<file path="src/ssp_pkg.sv">
package ssp_pkg;

  // Register indices; the byte address on the bus is four times the index.
  localparam logic [7:0] SSP_IDX_CTRL = 8'hC0;
  localparam logic [7:0] SSP_IDX_DATA = 8'hC1;
  localparam logic [7:0] SSP_IDX_CLKDIV = 8'hC4;
  localparam logic [7:0] SSP_IDX_ACT = 8'hC5;
  localparam logic [7:0] SSP_IDX_SADDR = 8'hAA;
  localparam logic [7:0] SSP_IDX_SMASK = 8'hBA;
  localparam logic [7:0] SSP_IDX_OPT = 8'hE0;
  localparam logic [7:0] SSP_IDX_IRQ_ST = 8'hE1;
  localparam logic [7:0] SSP_IDX_IRQ_MASK = 8'hE2;

  // Control register bit positions.
  localparam int SSP_B_MODE_HI = 7;
  localparam int SSP_B_MODE_LO = 6;
  localparam int SSP_B_MP = 5;
  localparam int SSP_B_REN = 4;
  localparam int SSP_B_TX9 = 3;
  localparam int SSP_B_RX9 = 2;
  localparam int SSP_B_TI = 1;
  localparam int SSP_B_RI = 0;

  // Clock divide register, activity register and option register fields.
  localparam int SSP_B_CD_HI = 7;
  localparam int SSP_B_CD_LO = 6;
  localparam int SSP_B_SWB = 5;
  localparam int SSP_B_TX_ACT = 3;
  localparam int SSP_B_RX_ACT = 2;
  localparam int SSP_B_BAUD_DBL = 7;
  localparam int SSP_B_FE_SEL = 6;

  // Interrupt status bits.
  localparam int SSP_IRQ_W = 3;
  localparam int SSP_IRQ_RX = 0;
  localparam int SSP_IRQ_TX = 1;
  localparam int SSP_IRQ_FE = 2;

  // Mode codes and clock divide values.
  localparam logic [1:0] SSP_MODE_SYNC = 2'h0;
  localparam logic [1:0] SSP_MODE_1 = 2'h1;
  localparam logic [1:0] SSP_MODE_FIXED = 2'h2;
  localparam logic [1:0] SSP_CD_DIV4 = 2'h1;

  // Timing: oversampling ticks per bit and clock divisions per tick.
  localparam logic [3:0] SSP_OS_LAST = 4'hF;
  localparam logic [3:0] SSP_OS_MID = 4'h7;
  localparam logic [3:0] SSP_DIV_M0_SLOW = 4'h6;
  localparam logic [3:0] SSP_DIV_M0_FAST = 4'h2;
  localparam logic [3:0] SSP_DIV_M2_SLOW = 4'h4;
  localparam logic [3:0] SSP_DIV_M2_FAST = 4'h2;
  localparam logic [3:0] SSP_BITS_SYNC = 4'h8;
  localparam logic [3:0] SSP_BITS_10 = 4'hA;
  localparam logic [3:0] SSP_BITS_11 = 4'hB;

  // Receiver shifts needed after the start bit for 10 and 11 bit frames.
  localparam logic [3:0] SSP_RX_SHIFTS_10 = 4'h9;
  localparam logic [3:0] SSP_RX_SHIFTS_11 = 4'hA;

endpackage : ssp_pkg

</file>
<file path="src/ssp_serial.sv">
// Overview of operation
// - Mode bits pick sync shift, 10-bit variable, 11-bit fixed, 11-bit variable.
// - Select bit makes control bit 7 a framing error flag; software clears it.
// - Modes 2/3 with multiprocessor set: no receive flag if ninth bit zero.
// - Mode 1 with multiprocessor set: no receive flag without valid stop bit.
// - Mode 0 multiprocessor bit picks shift clock of oscillator/12 or /4.
// - Reception starts only while the receive-enable bit is one.
// - Modes 2/3 send the software transmit ninth bit as ninth data bit.
// - Ninth-bit field holds ninth bit in modes 2/3, stop bit in mode 1.
// - Transmit flag sets after bit 8 in mode 0, stop start otherwise.
// - Receive flag sets after bit 8 in mode 0, mid stop otherwise.
// - Data address reads receive register, writes load the transmit buffer.
// - Transmit activity is high while sending, cleared as transmit flag sets.
// - Receive activity is high while receiving, cleared as receive flag sets.
// - Clock-divide writes are ignored while active with switchback enabled.
// - With switchback, start bit detection in modes 1, 2 and 3 forces clock divide to divide-by-4.
// - Baud doubling bit doubles the bit rate in modes 1, 2 and 3.
// - Address bits compared to slave address only where mask bit is one.
//
// Design decision made here: register access over AHB-Lite.
`timescale 1ns/10ps
`default_nettype none

module ssp_serial (
  // Clock and reset.
  input wire logic hclk,
  input wire logic hresetn,
  // AHB-Lite slave.
  input wire logic hsel,
  input wire logic [31:0] haddr,
  input wire logic [1:0] htrans,
  input wire logic hwrite,
  input wire logic [2:0] hsize,
  input wire logic [31:0] hwdata,
  input wire logic hready,
  output logic [31:0] hrdata,
  output logic hreadyout,
  output logic hresp,
  // Serial lines.
  input wire logic rxd_in,
  output logic rxd_out,
  output logic rxd_oe_n,
  output logic txd,
  // System.
  input wire logic timer_ovf,
  output logic [1:0] clk_div,
  output logic irq
);
  import ssp_pkg::*;

  typedef enum logic [2:0] {
    TX_IDLE = 3'b001,
    TX_ASYNC = 3'b010,
    TX_SYNC = 3'b100
  } ssp_tx_state_t;

  typedef enum logic [3:0] {
    RX_IDLE = 4'b0001,
    RX_START = 4'b0010,
    RX_BITS = 4'b0100,
    RX_SYNC = 4'b1000
  } ssp_rx_state_t;

  typedef struct packed {
    logic mode_hi;
    logic mode_lo;
    logic mp_en;
    logic rx_en;
    logic tx9;
    logic rx9;
    logic ti;
    logic ri;
    logic fe;
    logic fe_sel;
    logic baud_dbl;
    logic switchback_enable;
    logic [1:0] cdiv;
    logic [7:0] saddr;
    logic [7:0] smask;
    logic [7:0] rx_data;
    logic [SSP_IRQ_W-1:0] irq_st;
    logic [SSP_IRQ_W-1:0] irq_mask;
    ssp_tx_state_t tx_st;
    logic [10:0] tx_sr;
    logic [3:0] tx_cnt;
    logic [3:0] tx_os;
    ssp_rx_state_t rx_st;
    logic [9:0] rx_sr;
    logic [3:0] rx_cnt;
    logic [3:0] rx_os;
    logic sclk;
    logic tx_act;
    logic rx_act;
    logic sync1;
    logic sync2;
    logic rx_prev;
    logic wr_pend;
    logic [7:0] wr_idx;
    logic [7:0] rdata;
    logic irq;
    logic txd;
    logic rxd_out;
    logic rxd_oe_n;
  } ssp_state_t;

  ssp_state_t s_q, s_d;
  logic os_tick;
  logic half_tick;
  logic [1:0] mode;
  logic [7:0] wdata;
  logic [7:0] ctrl_rd;
  logic [7:0] rd_idx;
  logic [9:0] rx_new;
  logic [7:0] rx_byte;
  logic rx_ninth;
  logic rx_stop;
  logic accept;
  logic addr_ok;
  logic rd_req;
  logic [SSP_IRQ_W-1:0] ev;

  assign mode = {s_q.mode_hi, s_q.mode_lo};
  assign wdata = hwdata[7:0];
  assign rd_idx = haddr[9:2];
  assign rd_req = hsel & htrans[1] & hready & ~hwrite;

  // Tick generator shares one divider between mode 0 and mode 2.
  ssp_tick_gen u_tick (
    .hclk(hclk),
    .hresetn(hresetn),
    .mode(mode),
    .mp_en(s_q.mp_en),
    .baud_double(s_q.baud_dbl),
    .timer_ovf(timer_ovf),
    .os_tick(os_tick),
    .half_tick(half_tick)
  );

  // Bit 7 shows the error flag or the mode bit, as the select bit decides.
  always_comb begin
    ctrl_rd = {s_q.fe_sel ? s_q.fe : s_q.mode_hi, s_q.mode_lo, s_q.mp_en, s_q.rx_en,
               s_q.tx9, s_q.rx9, s_q.ti, s_q.ri};
  end

  // Read data is latched in the address phase so every transfer is zero wait.
  function automatic logic [7:0] ssp_read(input ssp_state_t st, input logic [7:0] idx,
                                         input logic [7:0] ctl);
    logic [7:0] v;
    v = 8'h00;
    case (idx)
      SSP_IDX_CTRL: v = ctl;
      SSP_IDX_DATA: v = st.rx_data;
      SSP_IDX_CLKDIV: v = {st.cdiv, st.switchback_enable, 5'h00};
      SSP_IDX_ACT: v = {4'h0, st.tx_act, st.rx_act, 2'h0};
      SSP_IDX_SADDR: v = st.saddr;
      SSP_IDX_SMASK: v = st.smask;
      SSP_IDX_OPT: v = {st.baud_dbl, st.fe_sel, 6'h00};
      SSP_IDX_IRQ_ST: v = {5'h00, st.irq_st};
      SSP_IDX_IRQ_MASK: v = {5'h00, st.irq_mask};
      default: v = 8'h00;
    endcase
    return v;
  endfunction : ssp_read

  // Received frame layout depends on whether a ninth bit is present.
  always_comb begin
    rx_new = {s_q.sync2, s_q.rx_sr[9:1]};
    if (s_q.mode_hi) begin
      rx_byte = rx_new[7:0];
      rx_ninth = rx_new[8];
    end else begin
      rx_byte = rx_new[8:1];
      rx_ninth = rx_new[9];
    end
    rx_stop = rx_new[9];
    addr_ok = ((rx_byte ^ s_q.saddr) & s_q.smask) == 8'h00;
    if (!s_q.mp_en) begin
      accept = 1'b1;
    end else if (s_q.mode_hi) begin
      accept = rx_ninth & addr_ok;
    end else begin
      accept = rx_stop;
    end
  end

  // Next-state logic: bus writes first, hardware events after so that sets win.
  always_comb begin
    s_d = s_q;
    ev = '0;
    s_d.sync1 = rxd_in;
    s_d.sync2 = s_q.sync1;
    s_d.rx_prev = s_q.sync2;
    s_d.wr_pend = hsel & htrans[1] & hready & hwrite;
    s_d.wr_idx = rd_idx;
    if (rd_req) begin
      s_d.rdata = ssp_read(s_q, rd_idx, ctrl_rd);
    end

    if (s_q.wr_pend) begin
      case (s_q.wr_idx)
        SSP_IDX_CTRL: begin
          if (s_q.fe_sel) begin
            s_d.fe = s_q.fe & wdata[SSP_B_MODE_HI];
          end else begin
            s_d.mode_hi = wdata[SSP_B_MODE_HI];
          end
          s_d.mode_lo = wdata[SSP_B_MODE_LO];
          s_d.mp_en = wdata[SSP_B_MP];
          s_d.rx_en = wdata[SSP_B_REN];
          s_d.tx9 = wdata[SSP_B_TX9];
          s_d.rx9 = wdata[SSP_B_RX9];
          s_d.ti = wdata[SSP_B_TI];
          s_d.ri = wdata[SSP_B_RI];
        end
        SSP_IDX_DATA: begin
          // A write while a frame is in flight is dropped; the frame is not cut.
          if ((s_q.tx_st == TX_IDLE) && (s_q.rx_st == RX_IDLE || mode != SSP_MODE_SYNC)) begin
            s_d.tx_act = 1'b1;
            s_d.tx_os = 4'h0;
            if (mode == SSP_MODE_SYNC) begin
              s_d.tx_st = TX_SYNC;
              s_d.tx_sr = {3'h7, wdata};
              s_d.tx_cnt = 4'h0;
              s_d.sclk = 1'b1;
            end else begin
              s_d.tx_st = TX_ASYNC;
              s_d.tx_sr = {1'b1, s_q.mode_hi ? s_q.tx9 : 1'b1, wdata, 1'b0};
              s_d.tx_cnt = s_q.mode_hi ? SSP_BITS_11 : SSP_BITS_10;
            end
          end
        end
        SSP_IDX_CLKDIV: begin
          if (!((s_q.tx_act | s_q.rx_act) & s_q.switchback_enable)) begin
            s_d.cdiv = wdata[SSP_B_CD_HI:SSP_B_CD_LO];
          end
          s_d.switchback_enable = wdata[SSP_B_SWB];
        end
        SSP_IDX_SADDR: s_d.saddr = wdata;
        SSP_IDX_SMASK: s_d.smask = wdata;
        SSP_IDX_OPT: begin
          s_d.baud_dbl = wdata[SSP_B_BAUD_DBL];
          s_d.fe_sel = wdata[SSP_B_FE_SEL];
        end
        SSP_IDX_IRQ_ST: s_d.irq_st = s_q.irq_st & ~wdata[SSP_IRQ_W-1:0];
        SSP_IDX_IRQ_MASK: s_d.irq_mask = wdata[SSP_IRQ_W-1:0];
        default: s_d.irq_st = s_d.irq_st;
      endcase
    end

    // Transmitter.
    case (s_q.tx_st)
      TX_IDLE: s_d.txd = (mode == SSP_MODE_SYNC) ? s_q.sclk : 1'b1;
      TX_ASYNC: begin
        s_d.txd = s_q.tx_sr[0];
        if (os_tick) begin
          s_d.tx_os = s_q.tx_os + 4'h1;
          if (s_q.tx_os == SSP_OS_LAST) begin
            s_d.tx_sr = {1'b1, s_q.tx_sr[10:1]};
            s_d.tx_cnt = s_q.tx_cnt - 4'h1;
            s_d.txd = s_q.tx_sr[1];
            if (s_q.tx_cnt == 4'h2) begin
              s_d.ti = 1'b1;
              s_d.tx_act = 1'b0;
              ev[SSP_IRQ_TX] = 1'b1;
            end
            if (s_q.tx_cnt == 4'h1) begin
              s_d.tx_st = TX_IDLE;
            end
          end
        end
      end
      TX_SYNC: begin
        s_d.rxd_oe_n = 1'b0;
        s_d.rxd_out = s_q.tx_sr[0];
        s_d.txd = s_q.sclk;
        if (half_tick) begin
          s_d.sclk = ~s_q.sclk;
          s_d.txd = ~s_q.sclk;
          if (!s_q.sclk) begin
            s_d.tx_sr = {1'b1, s_q.tx_sr[10:1]};
            s_d.tx_cnt = s_q.tx_cnt + 4'h1;
            if (s_q.tx_cnt == SSP_BITS_SYNC - 4'h1) begin
              s_d.ti = 1'b1;
              s_d.tx_act = 1'b0;
              ev[SSP_IRQ_TX] = 1'b1;
              s_d.tx_st = TX_IDLE;
              s_d.rxd_oe_n = 1'b1;
            end
          end
        end
      end
      default: s_d.tx_st = TX_IDLE;
    endcase

    // Receiver.
    case (s_q.rx_st)
      RX_IDLE: begin
        if (s_q.rx_en && mode != SSP_MODE_SYNC && s_q.rx_prev && !s_q.sync2) begin
          s_d.rx_st = RX_START;
          s_d.rx_os = 4'h0;
          s_d.rx_act = 1'b1;
          if (s_q.switchback_enable) begin
            s_d.cdiv = SSP_CD_DIV4;
          end
        end else if (s_q.rx_en && mode == SSP_MODE_SYNC && !s_q.ri &&
                     s_q.tx_st == TX_IDLE) begin
          s_d.rx_st = RX_SYNC;
          s_d.rx_cnt = 4'h0;
          s_d.rx_act = 1'b1;
          s_d.sclk = 1'b1;
        end
      end
      RX_START: begin
        if (os_tick) begin
          s_d.rx_os = s_q.rx_os + 4'h1;
          if (s_q.rx_os == SSP_OS_MID) begin
            // A start bit that is high again at mid bit was a glitch.
            s_d.rx_st = s_q.sync2 ? RX_IDLE : RX_BITS;
            s_d.rx_act = ~s_q.sync2;
            s_d.rx_os = 4'h0;
            s_d.rx_cnt = 4'h0;
          end
        end
      end
      RX_BITS: begin
        if (os_tick) begin
          s_d.rx_os = s_q.rx_os + 4'h1;
          if (s_q.rx_os == SSP_OS_LAST) begin
            s_d.rx_sr = rx_new;
            s_d.rx_cnt = s_q.rx_cnt + 4'h1;
            if (s_q.rx_cnt + 4'h1 == (s_q.mode_hi ? SSP_RX_SHIFTS_11 : SSP_RX_SHIFTS_10)) begin
              s_d.rx_st = RX_IDLE;
              s_d.rx_act = 1'b0;
              if (!rx_stop) begin
                s_d.fe = 1'b1;
                ev[SSP_IRQ_FE] = 1'b1;
              end
              if (accept) begin
                s_d.rx_data = rx_byte;
                s_d.rx9 = s_q.mode_hi ? rx_ninth : rx_stop;
                s_d.ri = 1'b1;
                ev[SSP_IRQ_RX] = 1'b1;
              end
            end
          end
        end
      end
      RX_SYNC: begin
        s_d.txd = s_q.sclk;
        if (!s_q.rx_en) begin
          s_d.rx_st = RX_IDLE;
          s_d.rx_act = 1'b0;
        end else if (half_tick) begin
          s_d.sclk = ~s_q.sclk;
          s_d.txd = ~s_q.sclk;
          if (!s_q.sclk) begin
            s_d.rx_sr = rx_new;
            s_d.rx_cnt = s_q.rx_cnt + 4'h1;
            if (s_q.rx_cnt == SSP_BITS_SYNC - 4'h1) begin
              s_d.rx_data = rx_new[9:2];
              s_d.ri = 1'b1;
              s_d.rx_act = 1'b0;
              ev[SSP_IRQ_RX] = 1'b1;
              s_d.rx_st = RX_IDLE;
            end
          end
        end
      end
      default: s_d.rx_st = RX_IDLE;
    endcase

    // Sticky status, set wins over the write-one clear.
    s_d.irq_st = s_d.irq_st | ev;
    s_d.irq = |(s_d.irq_st & s_d.irq_mask);
  end

  // State register; control state starts in mode 0 with divide-by-4.
  always_ff @(posedge hclk or negedge hresetn) begin
    if (!hresetn) begin
      s_q <= '0;
      s_q.tx_st <= TX_IDLE;
      s_q.rx_st <= RX_IDLE;
      s_q.cdiv <= SSP_CD_DIV4;
      s_q.sclk <= 1'b1;
      s_q.sync1 <= 1'b1;
      s_q.sync2 <= 1'b1;
      s_q.rx_prev <= 1'b1;
      s_q.txd <= 1'b1;
      s_q.rxd_out <= 1'b1;
      s_q.rxd_oe_n <= 1'b1;
    end else begin
      s_q <= s_d;
    end
  end

  // Outputs straight from the state register; the slave never stalls or errors.
  assign hrdata = {24'h000000, s_q.rdata};
  assign hreadyout = 1'b1;
  assign hresp = 1'b0;
  assign rxd_out = s_q.rxd_out;
  assign rxd_oe_n = s_q.rxd_oe_n;
  assign txd = s_q.txd;
  assign clk_div = s_q.cdiv;
  assign irq = s_q.irq;

endmodule : ssp_serial

`default_nettype wire

</file>
<file path="src/ssp_tick_gen.sv">
`timescale 1ns/10ps
`default_nettype none

module ssp_tick_gen (
  // Clock and reset.
  input wire logic hclk,
  input wire logic hresetn,
  // Configuration.
  input wire logic [1:0] mode,
  input wire logic mp_en,
  input wire logic baud_double,
  input wire logic timer_ovf,
  // Ticks.
  output logic os_tick,
  output logic half_tick
);
  import ssp_pkg::*;

  typedef struct packed {
    logic [3:0] cnt;
    logic ovf_ph;
    logic os_tick;
    logic half_tick;
  } ssp_tick_state_t;

  ssp_tick_state_t s_q, s_d;
  logic [3:0] period;

  // One divider serves mode 0 and mode 2, since only one mode runs at a time.
  always_comb begin
    s_d = s_q;
    s_d.os_tick = 1'b0;
    s_d.half_tick = 1'b0;
    if (mode == SSP_MODE_SYNC) begin
      period = mp_en ? SSP_DIV_M0_FAST : SSP_DIV_M0_SLOW;
    end else begin
      period = baud_double ? SSP_DIV_M2_FAST : SSP_DIV_M2_SLOW;
    end
    if (s_q.cnt >= period - 4'h1) begin
      s_d.cnt = 4'h0;
      s_d.half_tick = (mode == SSP_MODE_SYNC);
      s_d.os_tick = (mode == SSP_MODE_FIXED);
    end else begin
      s_d.cnt = s_q.cnt + 4'h1;
    end
    // Variable rate modes take every overflow when doubled, else every other one.
    if ((mode == SSP_MODE_1) || (mode == 2'h3)) begin
      if (timer_ovf) begin
        s_d.ovf_ph = ~s_q.ovf_ph;
        s_d.os_tick = baud_double | s_q.ovf_ph;
      end
    end
  end

  // State register.
  always_ff @(posedge hclk or negedge hresetn) begin
    if (!hresetn) begin
      s_q <= '0;
    end else begin
      s_q <= s_d;
    end
  end

  assign os_tick = s_q.os_tick;
  assign half_tick = s_q.half_tick;

endmodule : ssp_tick_gen

`default_nettype wire

</file>
<file path="config.mk">
export PLATFORM = sky130hd
export DESIGN_NAME = ssp_serial
export DESIGN_NICKNAME = d
export VERILOG_FILES = /design/src/ssp_pkg.sv /design/src/ssp_serial.sv /design/src/ssp_tick_gen.sv
export SDC_FILE = /design/constraint.sdc
export NUM_CORES = 1
export LEC_CHECK = 0
export BUFFER_PORTS_ARGS = -buffer_cell sky130_fd_sc_hd__buf_2
export CORE_MARGIN = 4
export CORE_UTILIZATION = 50
export DETAILED_ROUTE_END_ITERATION = 10
export HOLD_SLACK_MARGIN = 0.15
export PLACE_DENSITY = 0.72
export SETUP_SLACK_MARGIN = 0.1
export SLEW_MARGIN = 20
export SYNTH_ARGS = -nofsm -noshare
export SYNTH_HDL_FRONTEND = slang
export SYNTH_HIERARCHICAL = 1
export SYNTH_SLANG_ARGS = --single-unit
</file>
<file path="constraint.sdc">
create_clock -name hclk -period 3 [get_ports hclk]
set_input_delay 0.15 -clock hclk [delete_from_list [all_inputs] [get_ports hclk]]
set_output_delay 0.15 -clock hclk [all_outputs]
set_load 0.02 [all_outputs]
</file>
# Word level (Yosys, flattened, before mapping)
# Cells that the tools add are included.
# W data, S select, Z words.
# word_totals
regBits,122
inputBits,76
out_inout_bits,40
elab_cells,309
# classes
add_sub_neg,7
magnitude_cmp,1
n_eq_ne,52
muxes,154
bitwise_logic,20
reduce_logical,32
# op_table
op,n
$eq A8 B8 Y1 const B,17
$mux W18,7
$mux W8,13
$mux W22,4
$mux W1,75
$pmux W8 S9,1
$mux W4,14
$pmux W4 S4,2
$pmux W15 S2,1
$mux W2,14
$mux W28,1
$mux W25,1
$mux W3,8
$add A4 B1 Y4 const B,5
$pmux W10 S2,1
$reduce_and A10 Y1,2
$reduce_and A9 Y1,2
$eq A4 B3 Y1 const B,4
$ne A2 B2 Y1 const B,8
$pmux W8 S2,1
$mux W14,1
$eq A4 B4 Y1 const B,3
$pmux W1 S2,6
$pmux W4 S3,1
38 further kinds,74

# Depth between registers and ports, before layout
# logic_depth
depth_word,15
mapped_depth,9
ltp_nobuf,9

# Modules after synthesis
# Netlist, hierarchy kept.
# by_module_without_submodules
module,instances,cells_each,area_per_inst_um2,seq_area_each_um2
ssp_serial,1,648,6358.6,2865.2
ssp_tick_gen,1,35,367.9,175.2

# Worst setup path before layout
# Ideal clock, no wire load.
# synth_timing
kind,reg2reg
from,register s_q[68] (netlist bit)
to,"register, netlist name txd"
setup_ns,0.082
t_arrival_ns,2.196
required_time_ns,2.918
slack_ns,0.722
stages_incl_launch_ff,8
n_path_buf,1
period_less_slack_ns,2.278
cell_sequence,dfstp_2 > clkbuf_1 > or3b_2 > a21oi_1 > nand3_2 > a32oi_1 > a211oi_1 > a211o_1
# synth_between
elab_chain_cells,3
elab_cells_between_ends,6
classes_between,eq/ne: 3; mux: 2; reduce/logical: 1
# synth_rtl
element,line_no,source
"start, declared",ssp_serial.sv:106,"ssp_state_t s_q, s_d;"
$eq A3 B3 Y1 (tied with other cells),ssp_serial.sv:251,case (s_q.tx_st)
$pmux W1 S3,ssp_serial.sv:251,
$mux W1,ssp_serial.sv:296,case (s_q.rx_st)
# Several ways; a longest one is shown, not always the timed one.
# A chain may end at the register's enable or synchronous reset.

# Worst setup path after layout
# layout_timing
from,register s_q (netlist bit mode[1])
to,register s_q[79] (netlist bit)
# layout_between
elab_chain_cells,9
elab_cells_between_ends,18
classes_between,eq/ne: 3; mux: 10; bitwise: 3; reduce/logical: 2
# layout_rtl
element,line_no,source
$mux W8,ssp_serial.sv:168,if (s_q.mode_hi) begin
$xor A8 B8 Y8,ssp_serial.sv:176,addr_ok = ((rx_byte ^ s_q.saddr) & s_q.smask) == 8'h00;
$and A8 B8 Y8,ssp_serial.sv:176,
$logic_not A8 Y1,ssp_serial.sv:176,
$and A1 B1 Y1,ssp_serial.sv:180,accept = rx_ninth & addr_ok;
$mux W1,ssp_serial.sv:179,end else if (s_q.mode_hi) begin
$mux W1,ssp_serial.sv:177,if (!s_q.mp_en) begin
$ne A2 B2 Y1 (no line),-,
$reduce_and A9 Y1 (no line),-,
# Several ways; a longest one is shown, not always the timed one. The select of a mux whose other input is x is not followed.

==> out/qor.yml <==
outcome: "finished, final reports clean"
first_pass_iters: 5
ys_warn_count: 6
p_per_area_nw_per_um2: 630
cp-end-kind: "register"
cp.required_ns: 3.30
fin_tns_setup_ns: 0
fin_crit_sh: 0.905
cts_max_level: 4
num_rows: 42
period_minus_slack_ns: 2.71
synth_compound_area_frac: 0.144
yosys_register_bits: 121
drt-total-wl_mm: 16.4
final_nets: 825
grt_max_degree: 56
cts.sinks: 121
synth_top_family_by_area: "simple AND/OR/NAND/NOR gates"
worst_ep_arrival_time_ns: 3.01
antenna_found_initial: 0
syn_area_um2: 6730
ir_worst_vdd_mv: 0.374
final_max_slew_viol_count: 0
cts-root-buf: "clkbuf_16"
yosys.area_share.simple: 0.174
synth_cell_types: 64
critical_path_class: "register to register"
synthAdderAreaFrac: 0.0223
yosysTopAreaCell: "dfrtp_1"
avgSynthCellArea_um2: 9.85
grt_pass1_vias: 5076
synth_edf_count: 0
gr-total-overflow: 0
top_usage_layer: "met2"
routedWlPerCell_um: 17.7
fin_cells: 926
cap_violations: 0
via_per_inst: 5.78
place_inst: 874
port_buffers: 37
utilization: 0.592
met1_usage: 0.302
core_um2: 13200
syn_to_final_growth_pct: 16.0
cts_tree: "done"
whs_ns: 0.173
grt_pass1_wl_mm: 26.1
synthArstFlopShare: 1.00
layout-drive-gt1-share: 0.210
drtIter0Drc: 457
max_freq_mhz: 368
seq_area_um2: 3040
dpl.hpwl_mm: 11.8
grt_use_met2: 0.349
drc: 0
postCtsSetupBuffers: 0
num_vias: 5348
setup_viol: 0
finClkSkew_ns: 0.0102
multiInputGateArea_um2: 3320
die_w_um: 124
drt.antenna.violating_nets: 0
crit_fanout: 14
ys_seq_area_frac: 0.452
cts_buffers: 17
clk_latency_ns: 0.42
hold_viol: 0
clk_pin_slew_ns: 0.05
synth-xor-area-share: 0.0169
io_pins: 116
synth_top_area_frac: 0.413
synth.area.mux_share: 0.122
synth_ff_type: "dfrtp_1"
clockBufferDepth: 2
synth_area_leaders: "dfrtp_1 (41%), mux2_2 (7.7%), mux2i_1 (4.5%)"
start_util: 0.510
leakage_uw: 0.00355
worst_pin_slew_ns: 0.870
placed_area_um2: 6960
rsz0062_at_grt: "no"
fp.dieH_um: 124
grt_usage: 0.223
synthCells: 683
start_kind: "register"
final_area_um2: 7800
fill_cells: 1071
gr-usage-met3: 0.0495
die_area_um2: 15400
min_path_type: "input pin to register"
routabilityCongestion: 0.884
max_slew_margin: 0.418
==> critical path, cell delays in order (launching register included) <==
cell	delay [ns]
dfrtp_1	0.76
mux2i_1	0.41
mux2i_1	0.12
a2111o_1	0.45
o221ai_1	0.27
a21oi_2	0.13
buf_4	0.19
mux2_2	0.27
==> layout by cell type (no fill, tap or decap), types with 11 or more instances in the layout <==
master and n:
inv_1 20, nand2_1 71, dlygate4sd3_1 20, conb_1 26, dfrtp_1 111, nand2b_1 14, a21oi_1 39, nor3_1 11
buf_2 36, nand3_1 12, mux2_2 46, mux2i_1 30, clkbuf_16 17, o21ai_0 47, ha_1 12, buf_4 16
nor2_1 55
==> timing repair <==
item                                   CTS  global route
gates resized for setup                  0             0
endpoints found under the hold margin   83             0
hold buffers                            20             0
==> logic make-up (layout without fill, tap and decap cells) <==
| logic type | Yosys count | count (layout) |
|---|---|---|
| fa+ha+maj | 12 | 12 |
| flops | 121 | 121 |
| mux | 76 | 76 |
| xor+xnor | 13 | 13 |
| simple gates | 226 | 226 |
| compound gates | 152 | 152 |
| buf+inv | 81 | 123 |
| other cells | 2 | 27 |
==> area by class of cell <==
type	count	share of cell area
multi-input combinational	505	0.426
sequential	121	0.390
timing repair buffer	72	0.0641
clock buffer	19	0.0568
tap	176	0.0282
clock inverter	12	0.0255
inverter	20	0.00962
antenna	1	0.000321
==> cells in the mapped netlist, types with 5 or more instances <==
| master | n |
|---|---|
| or3_1 | 5 |
| nor2b_1 | 10 |
| xnor2_1 | 7 |
| a211oi_1 | 5 |
| a21o_1 | 5 |
| o22ai_1 | 10 |
| o21ai_0 | 47 |
| nor2_1 | 55 |
| buf_4 | 37 |
| nand3_1 | 12 |
| nand2_1 | 71 |
| dfrtp_1 | 111 |
| xor2_1 | 6 |
| nor3_1 | 11 |
| dfstp_2 | 10 |
| nand2b_1 | 14 |
| a21oi_1 | 39 |
| mux2i_1 | 30 |
| ha_1 | 12 |
| nand4_1 | 5 |
| inv_1 | 20 |
| mux2_2 | 46 |
| clkbuf_1 | 20 |
==> path summary, 6_finish.rpt <==
path | start | endpoint | slack (ns) | cells past startpoint
worst max-delay path | mode[1] | s_q[79] | 0.29 | 7
worst min-delay path | hwdata[7] | s_q[100] | 0.17 | 2
worst max register to register | mode[1] | s_q[79] | 0.29 | 7
worst min register to register | s_d[22] | rx_stop | 0.36 | 0
max in group asynchronous | hresetn | rxd_out | 1.72 | 3
min in group asynchronous | hresetn | s_q[104] | 0.35 | 2
==> stage by stage <==
stage                     setup slack [ns]  power, µW
after floorplan                      0.722       2490
after global placement               0.328       2660
after detailed placement             0.309       2700
after CTS                            0.292       4950
after global routing                 0.159       5160
final                                0.285       4920
==> state kept, by name (all words and copies together), names as in the netlist, 2 cells and up <==
register and count:
clk_div 2, u_tick/s_q 5, rx_new 9, hrdata 8
s_q 81, ctrl_rd 7
==> metal layers <==
metal  vias to the layer above  routed length, µm
met1                      2620               7300
met3                        32                894
met5                         -                  0
met2                       187               7830
li1                       2509                  -
met4                         0                371
==> power by group <==
group          internal [µW]  switching (µW)
logic                    315             482
clock network           1490             728
registers               1770             140
total                   3570            1350
No activity file was read; power rests on OpenSTA's default activity.
